$ cat src/rtl/mq_pkg.sv
package mq_pkg;
    // queue geometry and write address bus fields
    localparam int         NUM_QUEUES   = 8;
    localparam int         QIDX_W       = 3;
    localparam int         DEV_MSB      = 7;
    localparam int         DEV_LSB      = 5;
    localparam int         STW_MSB      = 3;
    localparam logic [3:0] QCOUNT_MAX   = 4'h8;
    localparam logic [3:0] QCOUNT_FOUR  = 4'h4;
    localparam logic [3:0] STATUS_WORD_Q0_7 = 4'h0;
    localparam logic [3:0] STATUS_WORD_RST  = 4'hf;
    // almost-empty / almost-full offsets chosen at master reset
    localparam logic [7:0] OFFSET_SMALL = 8'h08;
    localparam logic [7:0] OFFSET_LARGE = 8'h80;
    // timing counts in clk_sys cycles
    localparam logic [4:0] SETUP_CYCLES = 5'h10;
    localparam logic [1:0] QCHG_CYCLES  = 2'h3;
    // apb register byte offsets
    localparam logic [7:0] REG_CTRL     = 8'h00;
    localparam logic [7:0] REG_FULL     = 8'h04;
    localparam logic [7:0] REG_EMPTY    = 8'h08;
    localparam logic [7:0] REG_AFULL    = 8'h0c;
    localparam logic [7:0] REG_CONFIG   = 8'h10;
    localparam logic [7:0] REG_STATE    = 8'h14;
    // reset values
    localparam logic [2:0] CTRL_RST     = 3'h0;
    localparam logic [7:0] FULL_RST     = 8'h00;
    localparam logic [7:0] EMPTY_RST    = 8'hff;
    localparam logic [7:0] AFULL_RST    = 8'h00;
    // field positions of config and state words
    localparam int CFG_METHOD_LSB = 0;
    localparam int CFG_PACKET_BIT = 4;
    localparam int CFG_FALLTHRU_BIT = 5;
    localparam int CFG_OFS_LSB    = 8;
    localparam int CFG_WIDTH_LSB  = 16;
    localparam int CFG_QCNT_LSB   = 20;
    localparam int ST_DONE_BIT    = 0;
    localparam int ST_CHG_BIT     = 1;
    localparam int ST_ACTIVE_LSB  = 4;
    localparam int ST_PEND_LSB    = 8;

    typedef enum logic [2:0] {
        PM_SERIAL, PM_PAR_WRADDR, PM_PAR_RDADDR, PM_FIXED4, PM_FIXED8, PM_RESERVED
    } prog_method_t;
    typedef enum logic [1:0] {SU_IDLE, SU_LOAD, SU_DONE, SU_HOLD} setup_state_t;
endpackage

$ cat src/rtl/mq_cfg_if.sv
interface mq_cfg_if;
    import mq_pkg::*;
    prog_method_t method;
    logic         packet_mode;
    logic         fall_through;
    logic [7:0]   offset;
    logic [3:0]   width_match;
    logic [3:0]   queue_count;
    logic         setup_done;

    modport source (output method, packet_mode, fall_through, offset, width_match,
                    queue_count, setup_done);
    modport sink   (input  method, packet_mode, fall_through, offset, width_match,
                    queue_count, setup_done);
endinterface

$ cat src/rtl/mq_setup.sv
module mq_setup import mq_pkg::*; (
    input  logic       clk_sys,
    input  logic       nrst,
    input  logic       master_reset_n,
    input  logic       default_mode_select,
    input  logic       offset_value_select,
    input  logic       queue_method_sel_hi,
    input  logic       queue_method_sel_lo,
    input  logic [3:0] width_match_select,
    input  logic       packet_mode_pin,
    input  logic       fall_through_pin,
    input  logic [7:0] write_queue_addr,
    input  logic [7:0] read_queue_addr,
    input  logic       program_enable_in_n,
    output logic       program_done_out_n,
    mq_cfg_if.source   cfg
);
    setup_state_t state_q;
    logic [4:0]   cnt_q;
    logic         mrst_prev_q;
    logic         mrst_rise;
    prog_method_t method_in;

    // pin combination to programming method
    function automatic prog_method_t decode(input logic dflt, input logic hi, input logic lo);
        if (!dflt) return (hi & lo) ? PM_SERIAL : PM_RESERVED;
        if (!hi) return lo ? PM_PAR_RDADDR : PM_PAR_WRADDR; // [RL8] [RL24]
        return lo ? PM_FIXED8 : PM_FIXED4; // [RL24]
    endfunction

    assign method_in = decode(default_mode_select, queue_method_sel_hi, queue_method_sel_lo);
    assign mrst_rise = master_reset_n & ~mrst_prev_q;
    assign cfg.setup_done = (state_q == SU_DONE);

    always_ff @(posedge clk_sys) begin
        if (!nrst) mrst_prev_q <= 1'b1;
        else mrst_prev_q <= master_reset_n;
    end

    // first stage: everything latched on the master reset rising edge
    always_ff @(posedge clk_sys) begin
        if (!nrst) begin
            cfg.method       <= PM_RESERVED;
            cfg.packet_mode  <= 1'b0;
            cfg.fall_through <= 1'b0;
            cfg.width_match  <= 4'h0;
            cfg.offset       <= OFFSET_SMALL;
        end else if (mrst_rise) begin
            cfg.method       <= method_in; // [RL11]
            cfg.packet_mode  <= packet_mode_pin; // [RL12]
            cfg.fall_through <= fall_through_pin; // [RL12]
            cfg.width_match  <= width_match_select; // [RL10]
            cfg.offset       <= offset_value_select ? OFFSET_LARGE : OFFSET_SMALL; // [RL3]
        end
    end

    // second stage: load setup registers on write clock edges after reset
    always_ff @(posedge clk_sys) begin
        if (!nrst || !master_reset_n) begin
            state_q <= SU_IDLE;
            cnt_q   <= 5'h0;
        end else begin
            case (state_q)
                SU_IDLE: begin
                    cnt_q <= 5'h0;
                    // serial loading lives elsewhere; default mode never waits on it
                    if (mrst_rise) begin
                        state_q <= (method_in == PM_SERIAL || method_in == PM_RESERVED)
                                   ? SU_HOLD : SU_LOAD; // [RL1] [RL11]
                    end
                end
                SU_LOAD: begin
                    cnt_q <= cnt_q + 5'h1; // [RL4]
                    if (cnt_q == SETUP_CYCLES - 5'h1) state_q <= SU_DONE;
                end
                SU_DONE: state_q <= SU_DONE;
                SU_HOLD: state_q <= SU_HOLD;
                default: state_q <= SU_IDLE;
            endcase
        end
    end

    // queue count taken in the first load cycle
    always_ff @(posedge clk_sys) begin
        if (!nrst) begin
            cfg.queue_count <= QCOUNT_MAX;
        end else if (state_q == SU_LOAD && cnt_q == 5'h0) begin
            case (cfg.method)
                PM_PAR_WRADDR: cfg.queue_count <= {1'b0, write_queue_addr[2:0]} + 4'h1; // [RL9]
                PM_PAR_RDADDR: cfg.queue_count <= {1'b0, read_queue_addr[2:0]} + 4'h1; // [RL9]
                PM_FIXED4:     cfg.queue_count <= QCOUNT_FOUR; // [RL24]
                default:       cfg.queue_count <= QCOUNT_MAX; // [RL2]
            endcase
        end
    end

    // done stays high while loading, then follows the chain enable
    always_ff @(posedge clk_sys) begin
        if (!nrst) program_done_out_n <= 1'b1;
        else program_done_out_n <= !(state_q == SU_DONE && !program_enable_in_n); // [RL5] [RL23] [RL7]
    end
endmodule

$ cat src/rtl/mq_status_sel.sv
module mq_status_sel import mq_pkg::*; (
    input  logic       clk_sys,
    input  logic       nrst,
    input  logic       write_addr_enable,
    input  logic       status_strobe_write,
    input  logic [7:0] write_queue_addr,
    input  logic [2:0] device_identity_inputs,
    input  logic [7:0] queue_almost_full,
    input  logic       setup_done,
    output logic [7:0] almost_full_flag_n
);
    logic [3:0] word_q;
    logic       hit;

    // status word pick needs address enable low and our own device code
    assign hit = !write_addr_enable && status_strobe_write
              && write_queue_addr[DEV_MSB:DEV_LSB] == device_identity_inputs; // [RL21]

    always_ff @(posedge clk_sys) begin
        if (!nrst) word_q <= STATUS_WORD_RST;
        else if (hit) word_q <= write_queue_addr[STW_MSB:0];
    end

    // unmapped words leave the bus released high
    always_ff @(posedge clk_sys) begin
        if (!nrst) almost_full_flag_n <= 8'hff;
        else if (setup_done && word_q == STATUS_WORD_Q0_7) almost_full_flag_n <= ~queue_almost_full;
        else almost_full_flag_n <= 8'hff;
    end
endmodule

$ cat src/rtl/mq_flow_ctrl.sv
// Functional notes
// [RL1] default mode pin high: built-in setup, no serial
// [RL2] default mode: eight queues, memory split equally
// [RL3] offsets 8 or 128 from offset select pin
// [RL4] controller clocks until done output falls
// [RL5] done output falls high-to-low when setup completes
// [RL6] controller holds enable low during default setup
// [RL7] cascade: done feeds next enable, master ends
// [RL8] default high, upper select low: parallel programming
// [RL9] parallel: queue count from address bus after reset
// [RL10] width matching fixed at master reset only
// [RL11] two stages: latch modes, then load values
// [RL12] packet and fall-through pins decode four modes; here packet mode is only latched and the flags follow fall-through alone
// [RL13] standard: read flag low when queue empty
// [RL14] standard: write flag low when queue full
// [RL15] fall-through: read flag high when nothing readable
// [RL16] fall-through: write flag low when write possible
// [RL17] address enable high samples queue, ignoring write enable
// [RL18] queue change takes four cycles, then sticks
// [RL19] write every edge with enable low, none otherwise
// [RL20] flag tracks new queue; full queue blocks writes
// [RL21] address bus fields: device, queue, status word
// [RL22] selection with foreign device code is ignored
// [RL23] after setup, done output follows enable input
// [RL24] lower select picks bus; upper fixes four/eight
module mq_flow_ctrl import mq_pkg::*; (
    input  logic        clk_sys,
    input  logic        nrst,
    input  logic        psel,
    input  logic        penable,
    input  logic        pwrite,
    input  logic [7:0]  paddr,
    input  logic [31:0] pwdata,
    output logic [31:0] prdata,
    output logic        pready,
    output logic        pslverr,
    input  logic        master_reset_n,
    input  logic        default_mode_select,
    input  logic        offset_value_select,
    input  logic        queue_method_sel_hi,
    input  logic        queue_method_sel_lo,
    input  logic [3:0]  width_match_select,
    input  logic        packet_mode_pin,
    input  logic        fall_through_pin,
    input  logic        program_enable_in_n,
    output logic        program_done_out_n,
    input  logic [7:0]  write_queue_addr,
    input  logic [7:0]  read_queue_addr,
    input  logic        write_addr_enable,
    input  logic        write_enable_n,
    input  logic        status_strobe_write,
    input  logic [2:0]  device_identity_inputs,
    output logic        full_flag_n,
    output logic        empty_flag_n,
    output logic [7:0]  almost_full_flag_n,
    output logic        write_strobe,
    output logic [2:0]  write_queue_index
);
    mq_cfg_if cfg ();

    logic [QIDX_W-1:0] active_q;
    logic [QIDX_W-1:0] pend_q;
    logic [1:0]        chg_cnt_q;
    logic [QIDX_W-1:0] rd_queue_q;
    logic [7:0]        full_q;
    logic [7:0]        empty_q;
    logic [7:0]        afull_q;
    logic              sel_match;
    logic [QIDX_W-1:0] wq;
    logic [QIDX_W-1:0] fq;
    logic              wq_full;
    logic              fq_full;
    logic              rq_empty;
    logic              accept;
    logic              apb_setup;
    logic              apb_wr;
    logic [31:0]       rd_data;
    logic              rd_hit;
    logic [31:0]       cfg_word;
    logic [31:0]       state_word;

    // mode latch, setup sequencing and the chained done output
    mq_setup u_setup (
        .clk_sys             (clk_sys),
        .nrst                (nrst),
        .master_reset_n      (master_reset_n),
        .default_mode_select (default_mode_select),
        .offset_value_select (offset_value_select),
        .queue_method_sel_hi (queue_method_sel_hi),
        .queue_method_sel_lo (queue_method_sel_lo),
        .width_match_select  (width_match_select),
        .packet_mode_pin     (packet_mode_pin),
        .fall_through_pin    (fall_through_pin),
        .write_queue_addr    (write_queue_addr),
        .read_queue_addr     (read_queue_addr),
        .program_enable_in_n (program_enable_in_n),
        .program_done_out_n  (program_done_out_n),
        .cfg                 (cfg.source)
    );

    // almost-full status bus, polled by status word
    mq_status_sel u_status (
        .clk_sys                (clk_sys),
        .nrst                   (nrst),
        .write_addr_enable      (write_addr_enable),
        .status_strobe_write    (status_strobe_write),
        .write_queue_addr       (write_queue_addr),
        .device_identity_inputs (device_identity_inputs),
        .queue_almost_full      (afull_q),
        .setup_done             (cfg.setup_done),
        .almost_full_flag_n     (almost_full_flag_n)
    );

    // queue selection: device code must match, write enable plays no part
    assign sel_match = write_addr_enable && cfg.setup_done
                    && write_queue_addr[DEV_MSB:DEV_LSB] == device_identity_inputs; // [RL17] [RL22]

    // write target switches on the fourth edge of a change
    assign wq = (chg_cnt_q == 2'h1) ? pend_q : active_q; // [RL18]
    // flag shows the new queue one edge before writes reach it
    assign fq = (chg_cnt_q == 2'h1 || chg_cnt_q == 2'h2) ? pend_q : active_q; // [RL20]
    assign wq_full  = full_q[wq];
    assign fq_full  = full_q[fq];
    assign rq_empty = empty_q[rd_queue_q] | ~cfg.setup_done;
    assign accept   = !write_enable_n && cfg.setup_done && !wq_full; // [RL19] [RL20]

    // selection pipeline; a fresh selection restarts the change
    always_ff @(posedge clk_sys) begin
        if (!nrst) begin
            active_q  <= '0;
            pend_q    <= '0;
            chg_cnt_q <= 2'h0;
        end else if (sel_match) begin
            pend_q    <= write_queue_addr[QIDX_W-1:0]; // [RL17] [RL21]
            chg_cnt_q <= QCHG_CYCLES; // [RL18]
        end else if (chg_cnt_q != 2'h0) begin
            chg_cnt_q <= chg_cnt_q - 2'h1;
            if (chg_cnt_q == 2'h1) active_q <= pend_q; // [RL18]
        end
    end

    // write strobe toward the queue memory, also during a change
    always_ff @(posedge clk_sys) begin
        if (!nrst) begin
            write_strobe      <= 1'b0;
            write_queue_index <= 3'h0;
        end else begin
            write_strobe      <= accept; // [RL19]
            write_queue_index <= wq;
        end
    end

    // shared flags; both held inactive high until setup is done
    always_ff @(posedge clk_sys) begin
        if (!nrst) begin
            full_flag_n  <= 1'b1;
            empty_flag_n <= 1'b1;
        end else if (!cfg.setup_done) begin
            full_flag_n  <= 1'b1;
            empty_flag_n <= 1'b1;
        end else if (cfg.fall_through) begin
            full_flag_n  <= fq_full; // [RL16]
            empty_flag_n <= rq_empty; // [RL15]
        end else begin
            full_flag_n  <= ~fq_full; // [RL14]
            empty_flag_n <= ~rq_empty; // [RL13]
        end
    end

    // apb: data and ready are prepared in the setup phase, so no wait states
    assign apb_setup = psel && !penable;
    assign apb_wr    = psel && penable && pwrite && pready;

    always_comb begin
        cfg_word = 32'h0;
        cfg_word[CFG_METHOD_LSB +: 3] = cfg.method;
        cfg_word[CFG_PACKET_BIT]      = cfg.packet_mode;
        cfg_word[CFG_FALLTHRU_BIT]    = cfg.fall_through;
        cfg_word[CFG_OFS_LSB +: 8]    = cfg.offset;
        cfg_word[CFG_WIDTH_LSB +: 4]  = cfg.width_match;
        cfg_word[CFG_QCNT_LSB +: 4]   = cfg.queue_count;
    end

    always_comb begin
        state_word = 32'h0;
        state_word[ST_DONE_BIT]            = cfg.setup_done;
        state_word[ST_CHG_BIT]             = (chg_cnt_q != 2'h0);
        state_word[ST_ACTIVE_LSB +: QIDX_W] = active_q;
        state_word[ST_PEND_LSB +: QIDX_W]   = pend_q;
    end

    // read mux; unmapped offsets read zero and flag an error
    always_comb begin
        rd_data = 32'h0;
        rd_hit  = 1'b1;
        case (paddr)
            REG_CTRL:   rd_data = {29'h0, rd_queue_q};
            REG_FULL:   rd_data = {24'h0, full_q};
            REG_EMPTY:  rd_data = {24'h0, empty_q};
            REG_AFULL:  rd_data = {24'h0, afull_q};
            REG_CONFIG: rd_data = cfg_word;
            REG_STATE:  rd_data = state_word;
            default:    rd_hit  = 1'b0;
        endcase
    end

    always_ff @(posedge clk_sys) begin
        if (!nrst) begin
            pready  <= 1'b0;
            pslverr <= 1'b0;
            prdata  <= 32'h0;
        end else begin
            pready  <= apb_setup;
            pslverr <= apb_setup && !rd_hit;
            prdata  <= (apb_setup && !pwrite) ? rd_data : 32'h0;
        end
    end

    // queue fill state stands in for the memory, which lives outside this block
    always_ff @(posedge clk_sys) begin
        if (!nrst) begin
            rd_queue_q <= CTRL_RST;
            full_q     <= FULL_RST;
            empty_q    <= EMPTY_RST;
            afull_q    <= AFULL_RST;
        end else if (apb_wr) begin
            case (paddr)
                REG_CTRL:  rd_queue_q <= pwdata[QIDX_W-1:0];
                REG_FULL:  full_q     <= pwdata[7:0];
                REG_EMPTY: empty_q    <= pwdata[7:0];
                REG_AFULL: afull_q    <= pwdata[7:0];
                default:   ;
            endcase
        end
    end
endmodule

$ cat config.mk
export PLATFORM = sky130hd
export DESIGN_NAME = mq_flow_ctrl
export DESIGN_NICKNAME = d
export VERILOG_FILES = /design/src/rtl/mq_pkg.sv /design/src/rtl/mq_cfg_if.sv /design/src/rtl/mq_setup.sv /design/src/rtl/mq_status_sel.sv /design/src/rtl/mq_flow_ctrl.sv
export SDC_FILE = /design/constraint.sdc
export NUM_CORES = 1
export LEC_CHECK = 0
export BUFFER_PORTS_ARGS = -buffer_cell sky130_fd_sc_hd__buf_2
export CAP_MARGIN = 20
export CORE_ASPECT_RATIO = 0.7
export CORE_MARGIN = 3
export CORE_UTILIZATION = 50
export CTS_BUF_LIST = sky130_fd_sc_hd__clkbuf_8 sky130_fd_sc_hd__clkbuf_16
export DETAILED_ROUTE_END_ITERATION = 16
export PLACE_DENSITY = 0.77
export SLEW_MARGIN = 20
export SYNTH_ARGS = -nofsm -noshare
export SYNTH_HDL_FRONTEND = slang
export SYNTH_HIERARCHICAL = 1
export SYNTH_SLANG_ARGS = --single-unit
$ cat constraint.sdc
create_clock -name clk_sys -period 5 [get_ports clk_sys]
set_clock_uncertainty 0.05 [all_clocks]
set_input_delay 0.75 -clock clk_sys [delete_from_list [all_inputs] [get_ports clk_sys]]
set_output_delay 0.75 -clock clk_sys [all_outputs]
set_load 0.01 [all_outputs]
==> flow_metrics.tcl, run 1 <==
set metrics [dict create \
    power_mw 1.86 \
    core_sq_um 9140 \
    netSwitchingPower_mw 0.492 \
    path_clk_slew_ns 0.07 \
    gp_congestion 0.859 \
    die_h_microns 87.5 \
    post_cts_buffers 0 \
    synth_seq_area_share 0.435 \
    drive_above_1_share 0.234 \
    postRouteAntennaNets 0 \
    drv_slew 0 \
    cts_buffer_depth 2 \
    firstDrtPassIters 5 \
    maxCapViolCount 0 \
    ys_async_sr_fraction 0 \
    dpl_worst_slack_ns 2.00 \
    period_minus_slack_ns 2.41 \
    holdPathStages 1 \
    drc 0 \
    relSlewSlack 0.430 \
    layout_common_cells "dfxtp_1, buf_2, mux2i_1, nand2_1, nor2b_1" \
    layout_setup_ws_ns 2.59 \
    drt-initial-drc-count 321 \
    cts-htree-levels 3 \
    intPower_mw 1.37 \
    pin_count 128 \
    place_area_sq_um 5180 \
    period_share 0.482 \
    clock.fmax_mhz 415 \
    p_leak_nw 2.22 \
    setup_viol 0 \
    worstSkewPairLatency_ns 0.34 \
    arrival_ns 2.59 \
    finalSetupTns_ns 0 \
    cts_inserted_buffers 9 \
    synth_cells 477 \
    holdBufCountCts 0 \
    nFillCells 781 \
    die_w_microns 122 \
    avgSynthCellArea_sq_um 9.94 \
    syn_area_sq_um 4740 \
    ir_drop_mv 0.175 \
    grt_pass1_wl_mm 17.4 \
    start_util 0.518 \
    sw_frac_of_total 0.264 \
    synth.distinct_cells 57 \
    row_count 29 \
    io_buffers 89 \
    vias 3698 \
    root_buffer "clkbuf_16" \
    num_antenna_cells 0 \
    dieArea_sq_um 10700 \
    wire_per_inst_microns 15.9 \
    cts_resized 0 \
    tightest_slew_ns 0.848 \
    synthFlopType "dfxtp_1" \
    seqPwrFrac 0.473 \
    final_nets 646 \
    cts_sinks 103 \
    crit_fanout 23 \
    critPathCaptureType "flop" \
    via_per_inst 5.41 \
    whs_ns 0.353 \
    rsz0062_at_grt "false" \
    final_area_sq_um 5470 \
    totalWireLength_mm 10.9 \
    rr_endpoint "full_flag_n$_SDFF_PN1_" \
    grt.overflow.total 0 \
    hold_path.class "reg -> reg" \
    worstRegToRegCells 6 \
    worst_ep_required_time_ns 5.19 \
    rrSetupSlack_ns 2.75 \
    areaGrowthSynthToFinish_pct 15.5 \
    layout_commonest_cell "dfxtp_1" \
    antenna_found_initial 0 \
    critPathKind "in -> reg" \
    synth_edf_count 0 \
    hold_violations 0 \
    post-dp-hpwl_mm 8.06 \
    yosys_warnings 6 \
    pwr-share-clk 0.369 \
    p_comb_frac 0.158 \
    ys_seq_elements 103 \
    cts_tree "built" \
    grt_util_all_layers 0.207 \
    hold_start "afull_q[6]$_SDFFE_PN0P_" \
    grt_pass1_vias 3481 \
    whs_endpoint "u_status/almost_full_flag_n[6]$_SDFF_PN1_" \
    outcome "finished clean" \
    grt_max_degree 69 \
    crit_path_start_kind "primary input" \
    r2r_start "chg_cnt_q[0]$_SDFFE_PN0P_" \
    powerDensity_nw_per_um2 340 \
]
cells in the mapped netlist (4+ instances only):
| cell | instances | area (sq um) |
|---|---|---|
| mux2_2 | 6 | 67.6 |
| mux4_2 | 7 | 158 |
| dfxtp_1 | 103 | 2060 |
| a21boi_0 | 9 | 67.6 |
| nor3_1 | 9 | 45.0 |
| nor2b_1 | 39 | 244 |
| clkbuf_1 | 13 | 48.8 |
| xor2_1 | 6 | 52.6 |
| nand3b_1 | 5 | 37.5 |
| nand3_1 | 22 | 110 |
| nor2_1 | 23 | 86.3 |
| buf_4 | 14 | 105 |
| inv_1 | 12 | 45.0 |
| a211oi_1 | 4 | 30.0 |
| and2_1 | 14 | 87.6 |
| mux2i_1 | 50 | 500 |
| o21ai_0 | 15 | 75.1 |
| a21oi_1 | 8 | 40.0 |
| nand2b_1 | 5 | 31.3 |
| ha_1 | 11 | 138 |
| nand2_1 | 40 | 150 |
| and3_1 | 4 | 25.0 |
metal layers:
layer	GRT usage	wire (microns)	up-vias
met4	0.0600	173	0
met1	0.290	5140	1723
met5	0	0	-
met3	0.0500	872	17
met2	0.318	4700	170
li1	-	-	1788
worst max-delay path by stage:
stage	from	endpoint	slack, ns	cells past startpoint
after floorplan	paddr[7]	empty_q[0]$_SDFFE_PN1P_	2.58	6
after global placement	paddr[1]	prdata[11]$_SDFF_PN0_	2.14	5
after detailed placement	paddr[1]	prdata[22]$_SDFF_PN0_	2.00	5
after CTS	paddr[1]	prdata[22]$_SDFF_PN0_	2.42	5
after global routing	paddr[2]	full_q[0]$_SDFFE_PN0P_	2.48	5
final	paddr[2]	full_q[1]$_SDFFE_PN0P_	2.59	5
logic make-up after synthesis:
| logic type | Yosys count | share of synthesized area |
|---|---|---|
| simple gates | 183 | 0.221 |
| flops | 103 | 0.435 |
| mux | 64 | 0.156 |
| compound gates | 58 | 0.0845 |
| buf+inv | 47 | 0.0560 |
| fa+ha+maj | 11 | 0.0290 |
| xor+xnor | 9 | 0.0166 |
| other cells | 2 | 0.00158 |
worst max-delay path, cell delays in order:
cell and delay [ns]:
buf_2 0.46, nor2b_1 0.45, and4_1 0.60, mux2i_1 0.26, nor2b_1 0.07
cell type report:
cell class / count / area, sq um / area share
clock buffer: 9 / 225 / 0.0411
tap: 124 / 155 / 0.0283
timing repair buffer: 91 / 460 / 0.0841
clock inverter: 6 / 63.8 / 0.0117
sequential: 103 / 2060 / 0.377
multi-input combinational: 339 / 2460 / 0.450
inverter: 12 / 45.0 / 0.00823
power by group through the flow:
| stage | clock network [mW] | registers (mW) | logic [mW] |
|---|---|---|---|
| floorplan | 0 | 0.890 | 0.220 |
| global placement | 0 | 0.896 | 0.280 |
| detailed placement | 0 | 0.897 | 0.290 |
| CTS | 0.698 | 0.879 | 0.293 |
| global route | 0.734 | 0.883 | 0.322 |
| finish | 0.687 | 0.880 | 0.295 |
registers in the layout, summed over array words and instances, names as in the netlist, 2 cells and up:
register                     count
rd_queue_q                       3
pend_q                           3
chg_cnt_q                        2
afull_q                          8
u_setup/cfg.offset               2
u_setup/state_q                  2
u_setup/cnt_q                    5
u_setup/cfg.width_match          4
u_status/word_q                  4
u_setup/cfg.queue_count          4
active_q                         3
full_q                           8
u_setup/cfg.method               3
u_status/almost_full_flag_n      8
prdata                          24
empty_q                          8
write_queue_index                3
stage by stage:
step	util	std cells
floorplan	-	489
global placement	0.567	669
detailed placement	0.567	669
finish	0.599	684
global route	0.599	684
CTS	0.598	684
Note: power is estimated with default switching activity, not from simulation.
==> run 2, diff against run 1 <==
--- a/config.mk
+++ b/config.mk
@@ -5,11 +5,12 @@
 export SDC_FILE = /design/constraint.sdc
 export NUM_CORES = 1
 export LEC_CHECK = 0
+export ABC_AREA = 1
 export BUFFER_PORTS_ARGS = -buffer_cell sky130_fd_sc_hd__buf_2
 export CAP_MARGIN = 20
 export CORE_ASPECT_RATIO = 0.7
 export CORE_MARGIN = 3
-export CORE_UTILIZATION = 50
+export CORE_UTILIZATION = 48
 export CTS_BUF_LIST = sky130_fd_sc_hd__clkbuf_8 sky130_fd_sc_hd__clkbuf_16
 export DETAILED_ROUTE_END_ITERATION = 16
 export PLACE_DENSITY = 0.77
==> constraint.sdc (replaced) <==
create_clock -name clk_sys -period 2.1 [get_ports clk_sys]
set_clock_uncertainty 0.05 [all_clocks]
set_input_delay 0.315 -clock clk_sys [delete_from_list [all_inputs] [get_ports clk_sys]]
set_output_delay 0.315 -clock clk_sys [all_outputs]
set_load 0.01 [all_outputs]
==> run 2 against run 1 <==
Effect of this change: total power increased by 130%; first-iteration DRC count increased by 12%; critical endpoint is now active_q[0]$_SDFFE_PN0P_; die area increased by 5.6%.
==> flow_metrics.tcl, run 2 <==
set metrics [dict create \
    outcome "finished clean" \
    num_antenna_cells 0 \
    via_per_inst 5.21 \
    crit_path_start_kind "flop" \
    worst_ep_required_time_ns 2.33 \
    crit_fanout 10 \
    seqCellArea_sq_um 2060 \
    totalWireLength_mm 12.2 \
    power_mw 4.31 \
    final_nets 827 \
    r2r_start "u_setup/state_q[0]$_SDFFE_PP0P_" \
    path_clk_slew_ns 0.08 \
    layout_commonest_cell "nand2_1" \
    hold_path.class "in -> reg" \
    synth_edf_count 0 \
    met3_wirelength_mm 1.05 \
    critPathKind "reg -> reg" \
    cts_sinks 103 \
    firstDrtPassIters 5 \
    synth_cells 649 \
    top_layer_used "met4" \
    crit_chain "inv_1 -> ha_1 -> nand2_1 -> nor3_1 -> nand2_1 -> nand2_1 -> nand2_1 -> a21oi_1" \
    crit_start "u_setup/state_q[0]$_SDFFE_PP0P_" \
    nFillCells 835 \
    wl_met2_mm 5.04 \
    cts_tree "built" \
    drc 0 \
    worstSkewPairLatency_ns 0.35 \
    clock.fmax_mhz 553 \
    io_buffers 89 \
    period_share 0.861 \
    core_sq_um 9400 \
    pwr-share-clk 0.390 \
    dieArea_sq_um 11300 \
    synth_seq_area_share 0.427 \
    drt-initial-drc-count 359 \
    critPathCaptureType "flop" \
    relSlewSlack 0.649 \
    p_comb_frac 0.139 \
    met1_length_mm 5.75 \
    critPathMostFrequentCell "nand2_1" \
    critPathMaxStageDelay_ns 0.33 \
    avgSynthCellArea_sq_um 7.43 \
    rrSetupSlack_ns 0.29 \
    ir_drop_mv 0.485 \
    tightest_slew_ns 0.521 \
    yosysTopAreaCellShare 0.427 \
    grt.overflow.total 0 \
    root_buffer "clkbuf_16" \
    sw_frac_of_total 0.291 \
    layout_setup_ws_ns 0.291 \
    post_cts_buffers 0 \
    cp-endpoint "active_q[0]$_SDFFE_PN0P_" \
    postRouteAntennaNets 0 \
    antenna_found_initial 0 \
    arrival_ns 2.04 \
    synth.distinct_cells 36 \
    yosys_warnings 6 \
    critPathSlowestCell "dfxtp_1" \
    synth_most_common_cell "nand2_1" \
    die_h_microns 89.9 \
    rsz0062_at_grt "false" \
    drive_above_1_share 0.212 \
    powerDensity_nw_per_um2 763 \
    largest_register_ffs 24 \
    cts_resized 0 \
    cts-htree-levels 3 \
    ys_async_sr_fraction 0 \
    hold_violations 0 \
    grt_pass1_wl_mm 20.4 \
    finalSetupTns_ns 0 \
    start_util 0.513 \
    setup_viol 0 \
    holdBufCountCts 0 \
    regMostFlops "prdata" \
    gp_congestion 0.938 \
    wire_per_inst_microns 14.0 \
    multi_input_area_sq_um 2300 \
    maxCapViolCount 0 \
    post-dp-hpwl_mm 9.07 \
    worstRegToRegCells 8 \
    areaGrowthSynthToFinish_pct 17.1 \
    grt_pass1_vias 4306 \
    synthTopCellsByArea "dfxtp_1, nand2_1, nand3_1" \
    rr_endpoint "active_q[0]$_SDFFE_PN0P_" \
    cts_buffer_depth 2 \
    holdPathStages 3 \
    intPower_mw 3.06 \
    period_minus_slack_ns 1.81 \
    syn_area_sq_um 4820 \
    die_w_microns 126 \
    netSwitchingPower_mw 1.26 \
    cts_inserted_buffers 9 \
    yosysTopAreaCell "dfxtp_1" \
    seqPwrFrac 0.471 \
    row_count 29 \
    utilization 0.601 \
    grt_util_all_layers 0.216 \
    p_leak_nw 2.61 \
    vias 4516 \
    grt_max_degree 51 \
    synth_commonest_cells "nand2_1, dfxtp_1, nand3_1" \
    drv_slew 0 \
    ys_seq_elements 103 \
    pin_count 128 \
    hold_start "program_enable_in_n" \
    dpl_worst_slack_ns 0.312 \
    layout_common_cells "nand2_1, dfxtp_1, buf_2, nand3_1, inv_1" \
    synthFlopType "dfxtp_1" \
]
## run 2: cell count changes after synthesis, moves of 32 or more
cell and change:
nand2_1 +80, inv_1 +66, mux2i_1 -50, nor2_1 +48, o21ai_0 +32, nor2b_1 -39
nand3_1 +58
## run 2: critical path, delay by kind of cell (launching register included)
family	cells	cell delay, ns
AO/OA/AOI/OAI	1	0.13
adder cells (fa/ha/maj)	1	0.22
buffers and inverters	1	0.12
flip-flops	1	0.33
AND/OR/NAND/NOR	5	0.88
## run 2: worst min-delay path by stage
| stage | endpoint |
|---|---|
| floorplan | u_status/almost_full_flag_n[4]$_SDFF_PN1_ |
| global placement | u_status/almost_full_flag_n[4]$_SDFF_PN1_ |
| detailed placement | u_status/almost_full_flag_n[5]$_SDFF_PN1_ |
| CTS | u_setup/program_done_out_n$_SDFF_PN1_ |
| global route | u_setup/program_done_out_n$_SDFF_PN1_ |
| finish | u_setup/program_done_out_n$_SDFF_PN1_ |
## run 2: kinds of logic after synthesis
kind of cell / Yosys count / share of synthesized area
simple gates: 313 / 0.305
buf+inv: 114 / 0.106
compound gates: 106 / 0.132
flops: 103 / 0.427
fa+ha+maj: 11 / 0.0285
other cells: 2 / 0.00156
## run 2: final cells by class
class,count,area share
multi-input cells,444,0.407
repair buffers,95,0.0890
flip-flops and latches,103,0.365
well taps,124,0.0275
clock buffers,9,0.0399
inverters,84,0.0558
clock inverters,7,0.0162
## run 2: metrics by stage
stage,instance area [sq um],std cells,hold WS (ns)
final,5650,866,0.0895
after global routing,5650,866,0.0925
after CTS,5650,866,0.0815
after detailed placement,5330,850,0.333
after global placement,5330,850,0.322
after floorplan,4870,661,0.315
## run 2: routing by layer
layer | vias up | GRT usage
met5 | - | 0
met4 | 0 | 0.0732
met3 | 33 | 0.0598
met2 | 204 | 0.316
met1 | 2029 | 0.307
li1 | 2250 | -
## run 2: power by group through the flow
stage	registers (mW)	clock network (mW)	logic, mW
floorplan	2.07	0	0.443
global placement	2.07	0	0.572
detailed placement	2.08	0	0.587
CTS	2.03	1.71	0.587
global route	2.04	1.78	0.687
finish	2.03	1.68	0.597
==> run 3, diff against run 2 <==
--- a/config.mk
+++ b/config.mk
@@ -14,6 +14,7 @@
 export CTS_BUF_LIST = sky130_fd_sc_hd__clkbuf_8 sky130_fd_sc_hd__clkbuf_16
 export DETAILED_ROUTE_END_ITERATION = 16
 export PLACE_DENSITY = 0.77
+export REMOVE_ABC_BUFFERS = 1
 export SLEW_MARGIN = 20
 export SYNTH_ARGS = -nofsm -noshare
 export SYNTH_HDL_FRONTEND = slang
==> run 3 against run 2 <==
Effect of this change: total power decreased by 1.3%; worst hold slack improved by 0.0084 ns; maximum frequency decreased by 2.7%; first-iteration DRC count decreased by 14%; largest power group unchanged.
==> flow_metrics.tcl, run 3 (synthesis gave the netlist of run 2 again) <==
set metrics [dict create \
    outcome "finished clean" \
    critPathMostFrequentCell "nand2_1" \
    period_minus_slack_ns 1.86 \
    p_comb_frac 0.140 \
    crit_fanout 9 \
    worstSkewPairLatency_ns 0.35 \
    whs_endpoint "u_setup/program_done_out_n$_SDFF_PN1_" \
    drive_above_1_share 0.211 \
    wire_per_inst_microns 13.9 \
    totalWireLength_mm 12.0 \
    utilization 0.598 \
    setup_viol 0 \
    core_sq_um 9400 \
    cts_tree "built" \
    rsz0062_at_grt "false" \
    drv_slew 0 \
    io_buffers 89 \
    sw_frac_of_total 0.266 \
    rrSetupSlack_ns 0.24 \
    post_cts_buffers 0 \
    regMostFlops "prdata" \
    hold_start "program_enable_in_n" \
    layout_commonest_cell "nand2_1" \
    via_per_inst 5.19 \
    layout_setup_ws_ns 0.241 \
    antenna_found_initial 0 \
    worstRegToRegCells 11 \
    cts-htree-levels 3 \
    die_w_microns 126 \
    critPathSlowestCell "ha_1" \
    arrival_ns 2.04 \
    post-dp-hpwl_mm 9.25 \
    final_nets 829 \
    period_share 0.885 \
    r2r_start "chg_cnt_q[0]$_SDFFE_PN0P_" \
    critPathCaptureType "flop" \
    firstDrtPassIters 5 \
    pin_count 128 \
    powerDensity_nw_per_um2 757 \
    critPathMaxStageDelay_ns 0.41 \
    layout_common_cells "nand2_1, dfxtp_1, buf_2, nand3_1, inv_1" \
    grt.overflow.total 0 \
    path_clk_slew_ns 0.07 \
    num_antenna_cells 0 \
    grt_pass1_vias 4137 \
    holdBufCountCts 0 \
    cts_buffer_depth 2 \
    whs_ns 0.0980 \
    intPower_mw 3.12 \
    cts_resized 0 \
    grt_util_all_layers 0.215 \
    vias 4496 \
    row_count 29 \
    maxCapViolCount 0 \
    dpl_worst_slack_ns 0.339 \
    finalSetupTns_ns 0 \
    relSlewSlack 0.667 \
    postRouteAntennaNets 0 \
    ir_drop_mv 0.410 \
    critPathKind "reg -> reg" \
    drc 0 \
    root_buffer "clkbuf_16" \
    drt-initial-drc-count 308 \
    cts_sinks 103 \
    clock.fmax_mhz 538 \
    largest_register_ffs 24 \
    gp_congestion 0.930 \
    cts_inserted_buffers 9 \
    p_leak_nw 2.61 \
    tightest_slew_ns 0.497 \
    start_util 0.513 \
    crit_path_start_kind "flop" \
    hold_violations 0 \
    areaGrowthSynthToFinish_pct 16.5 \
    die_h_microns 89.9 \
    netSwitchingPower_mw 1.13 \
    crit_chain "inv_1 -> ha_1 -> inv_1 -> nand2_1 -> nand2_1 -> nand2_1 -> nand3_1 -> nand3_1 -> nand2_1 -> nand2_1 -> nand3_1" \
    grt_max_degree 38 \
    dieArea_sq_um 11300 \
    hold_path.class "in -> reg" \
    seqPwrFrac 0.477 \
    worst_ep_required_time_ns 2.28 \
    grt_pass1_wl_mm 20.1 \
    pwr-share-clk 0.383 \
    rr_endpoint "full_flag_n$_SDFF_PN1_" \
    holdPathStages 3 \
    power_mw 4.26 \
]
==> run 3: worst max path at each step <==
stage                               from                      end  slack, ns  depth (start not counted)
3_5_place_dp   chg_cnt_q[0]$_SDFFE_PN0P_   full_flag_n$_SDFF_PN1_       0.34                         11
4_1_cts        chg_cnt_q[0]$_SDFFE_PN0P_   full_flag_n$_SDFF_PN1_       0.29                         11
5_1_grt        chg_cnt_q[0]$_SDFFE_PN0P_   full_flag_n$_SDFF_PN1_       0.04                         11
2_1_floorplan                   paddr[7]  afull_q[0]$_SDFFE_PN0P_       0.54                          7
3_3_place_gp                        nrst    prdata[10]$_SDFF_PN0_       0.41                          7
6_report       chg_cnt_q[0]$_SDFFE_PN0P_   full_flag_n$_SDFF_PN1_       0.24                         11
==> run 3: worst max-delay path, delay by kind of cell, from the launching register on <==
family	cells	cell delay, ns
fa+ha+maj	1	0.41
buf+inv	2	0.18
flops	1	0.35
simple gates	8	0.74
==> run 3: area by class of cell <==
class / instances / area, sq um
inverter: 84 / 315
sequential: 103 / 2060
tap: 124 / 155
clock inverter: 6 / 61.3
multi-input combinational: 444 / 2300
timing repair buffer: 97 / 505
fill: 867 / 3780
clock buffer: 9 / 225
==> run 3: power by group through the flow <==
stage          clock (mW)  sequential [mW]  combinational, mW
2_1_floorplan           0             2.07              0.405
3_3_place_gp            0             2.07              0.570
3_5_place_dp            0             2.08              0.582
4_1_cts              1.67             2.03              0.587
5_1_grt              1.75             2.04              0.678
6_report             1.63             2.03              0.595
==> run 3: stage by stage <==
step | cell area, sq um | cells
finish | 5620 | 867
floorplan | 4670 | 631
detailed placement | 5340 | 852
CTS | 5620 | 867
global placement | 5340 | 852
global route | 5620 | 867
==> run 3: layer usage <==
| metal | part of all wire | vias up | track usage |
|---|---|---|---|
| li1 | - | 2252 | - |
| met1 | 0.48 | 1995 | 0.311 |
| met2 | 0.41 | 227 | 0.309 |
| met3 | 0.10 | 22 | 0.0628 |
| met4 | 0.015 | 0 | 0.0643 |
| met5 | 0 | - | 0 |
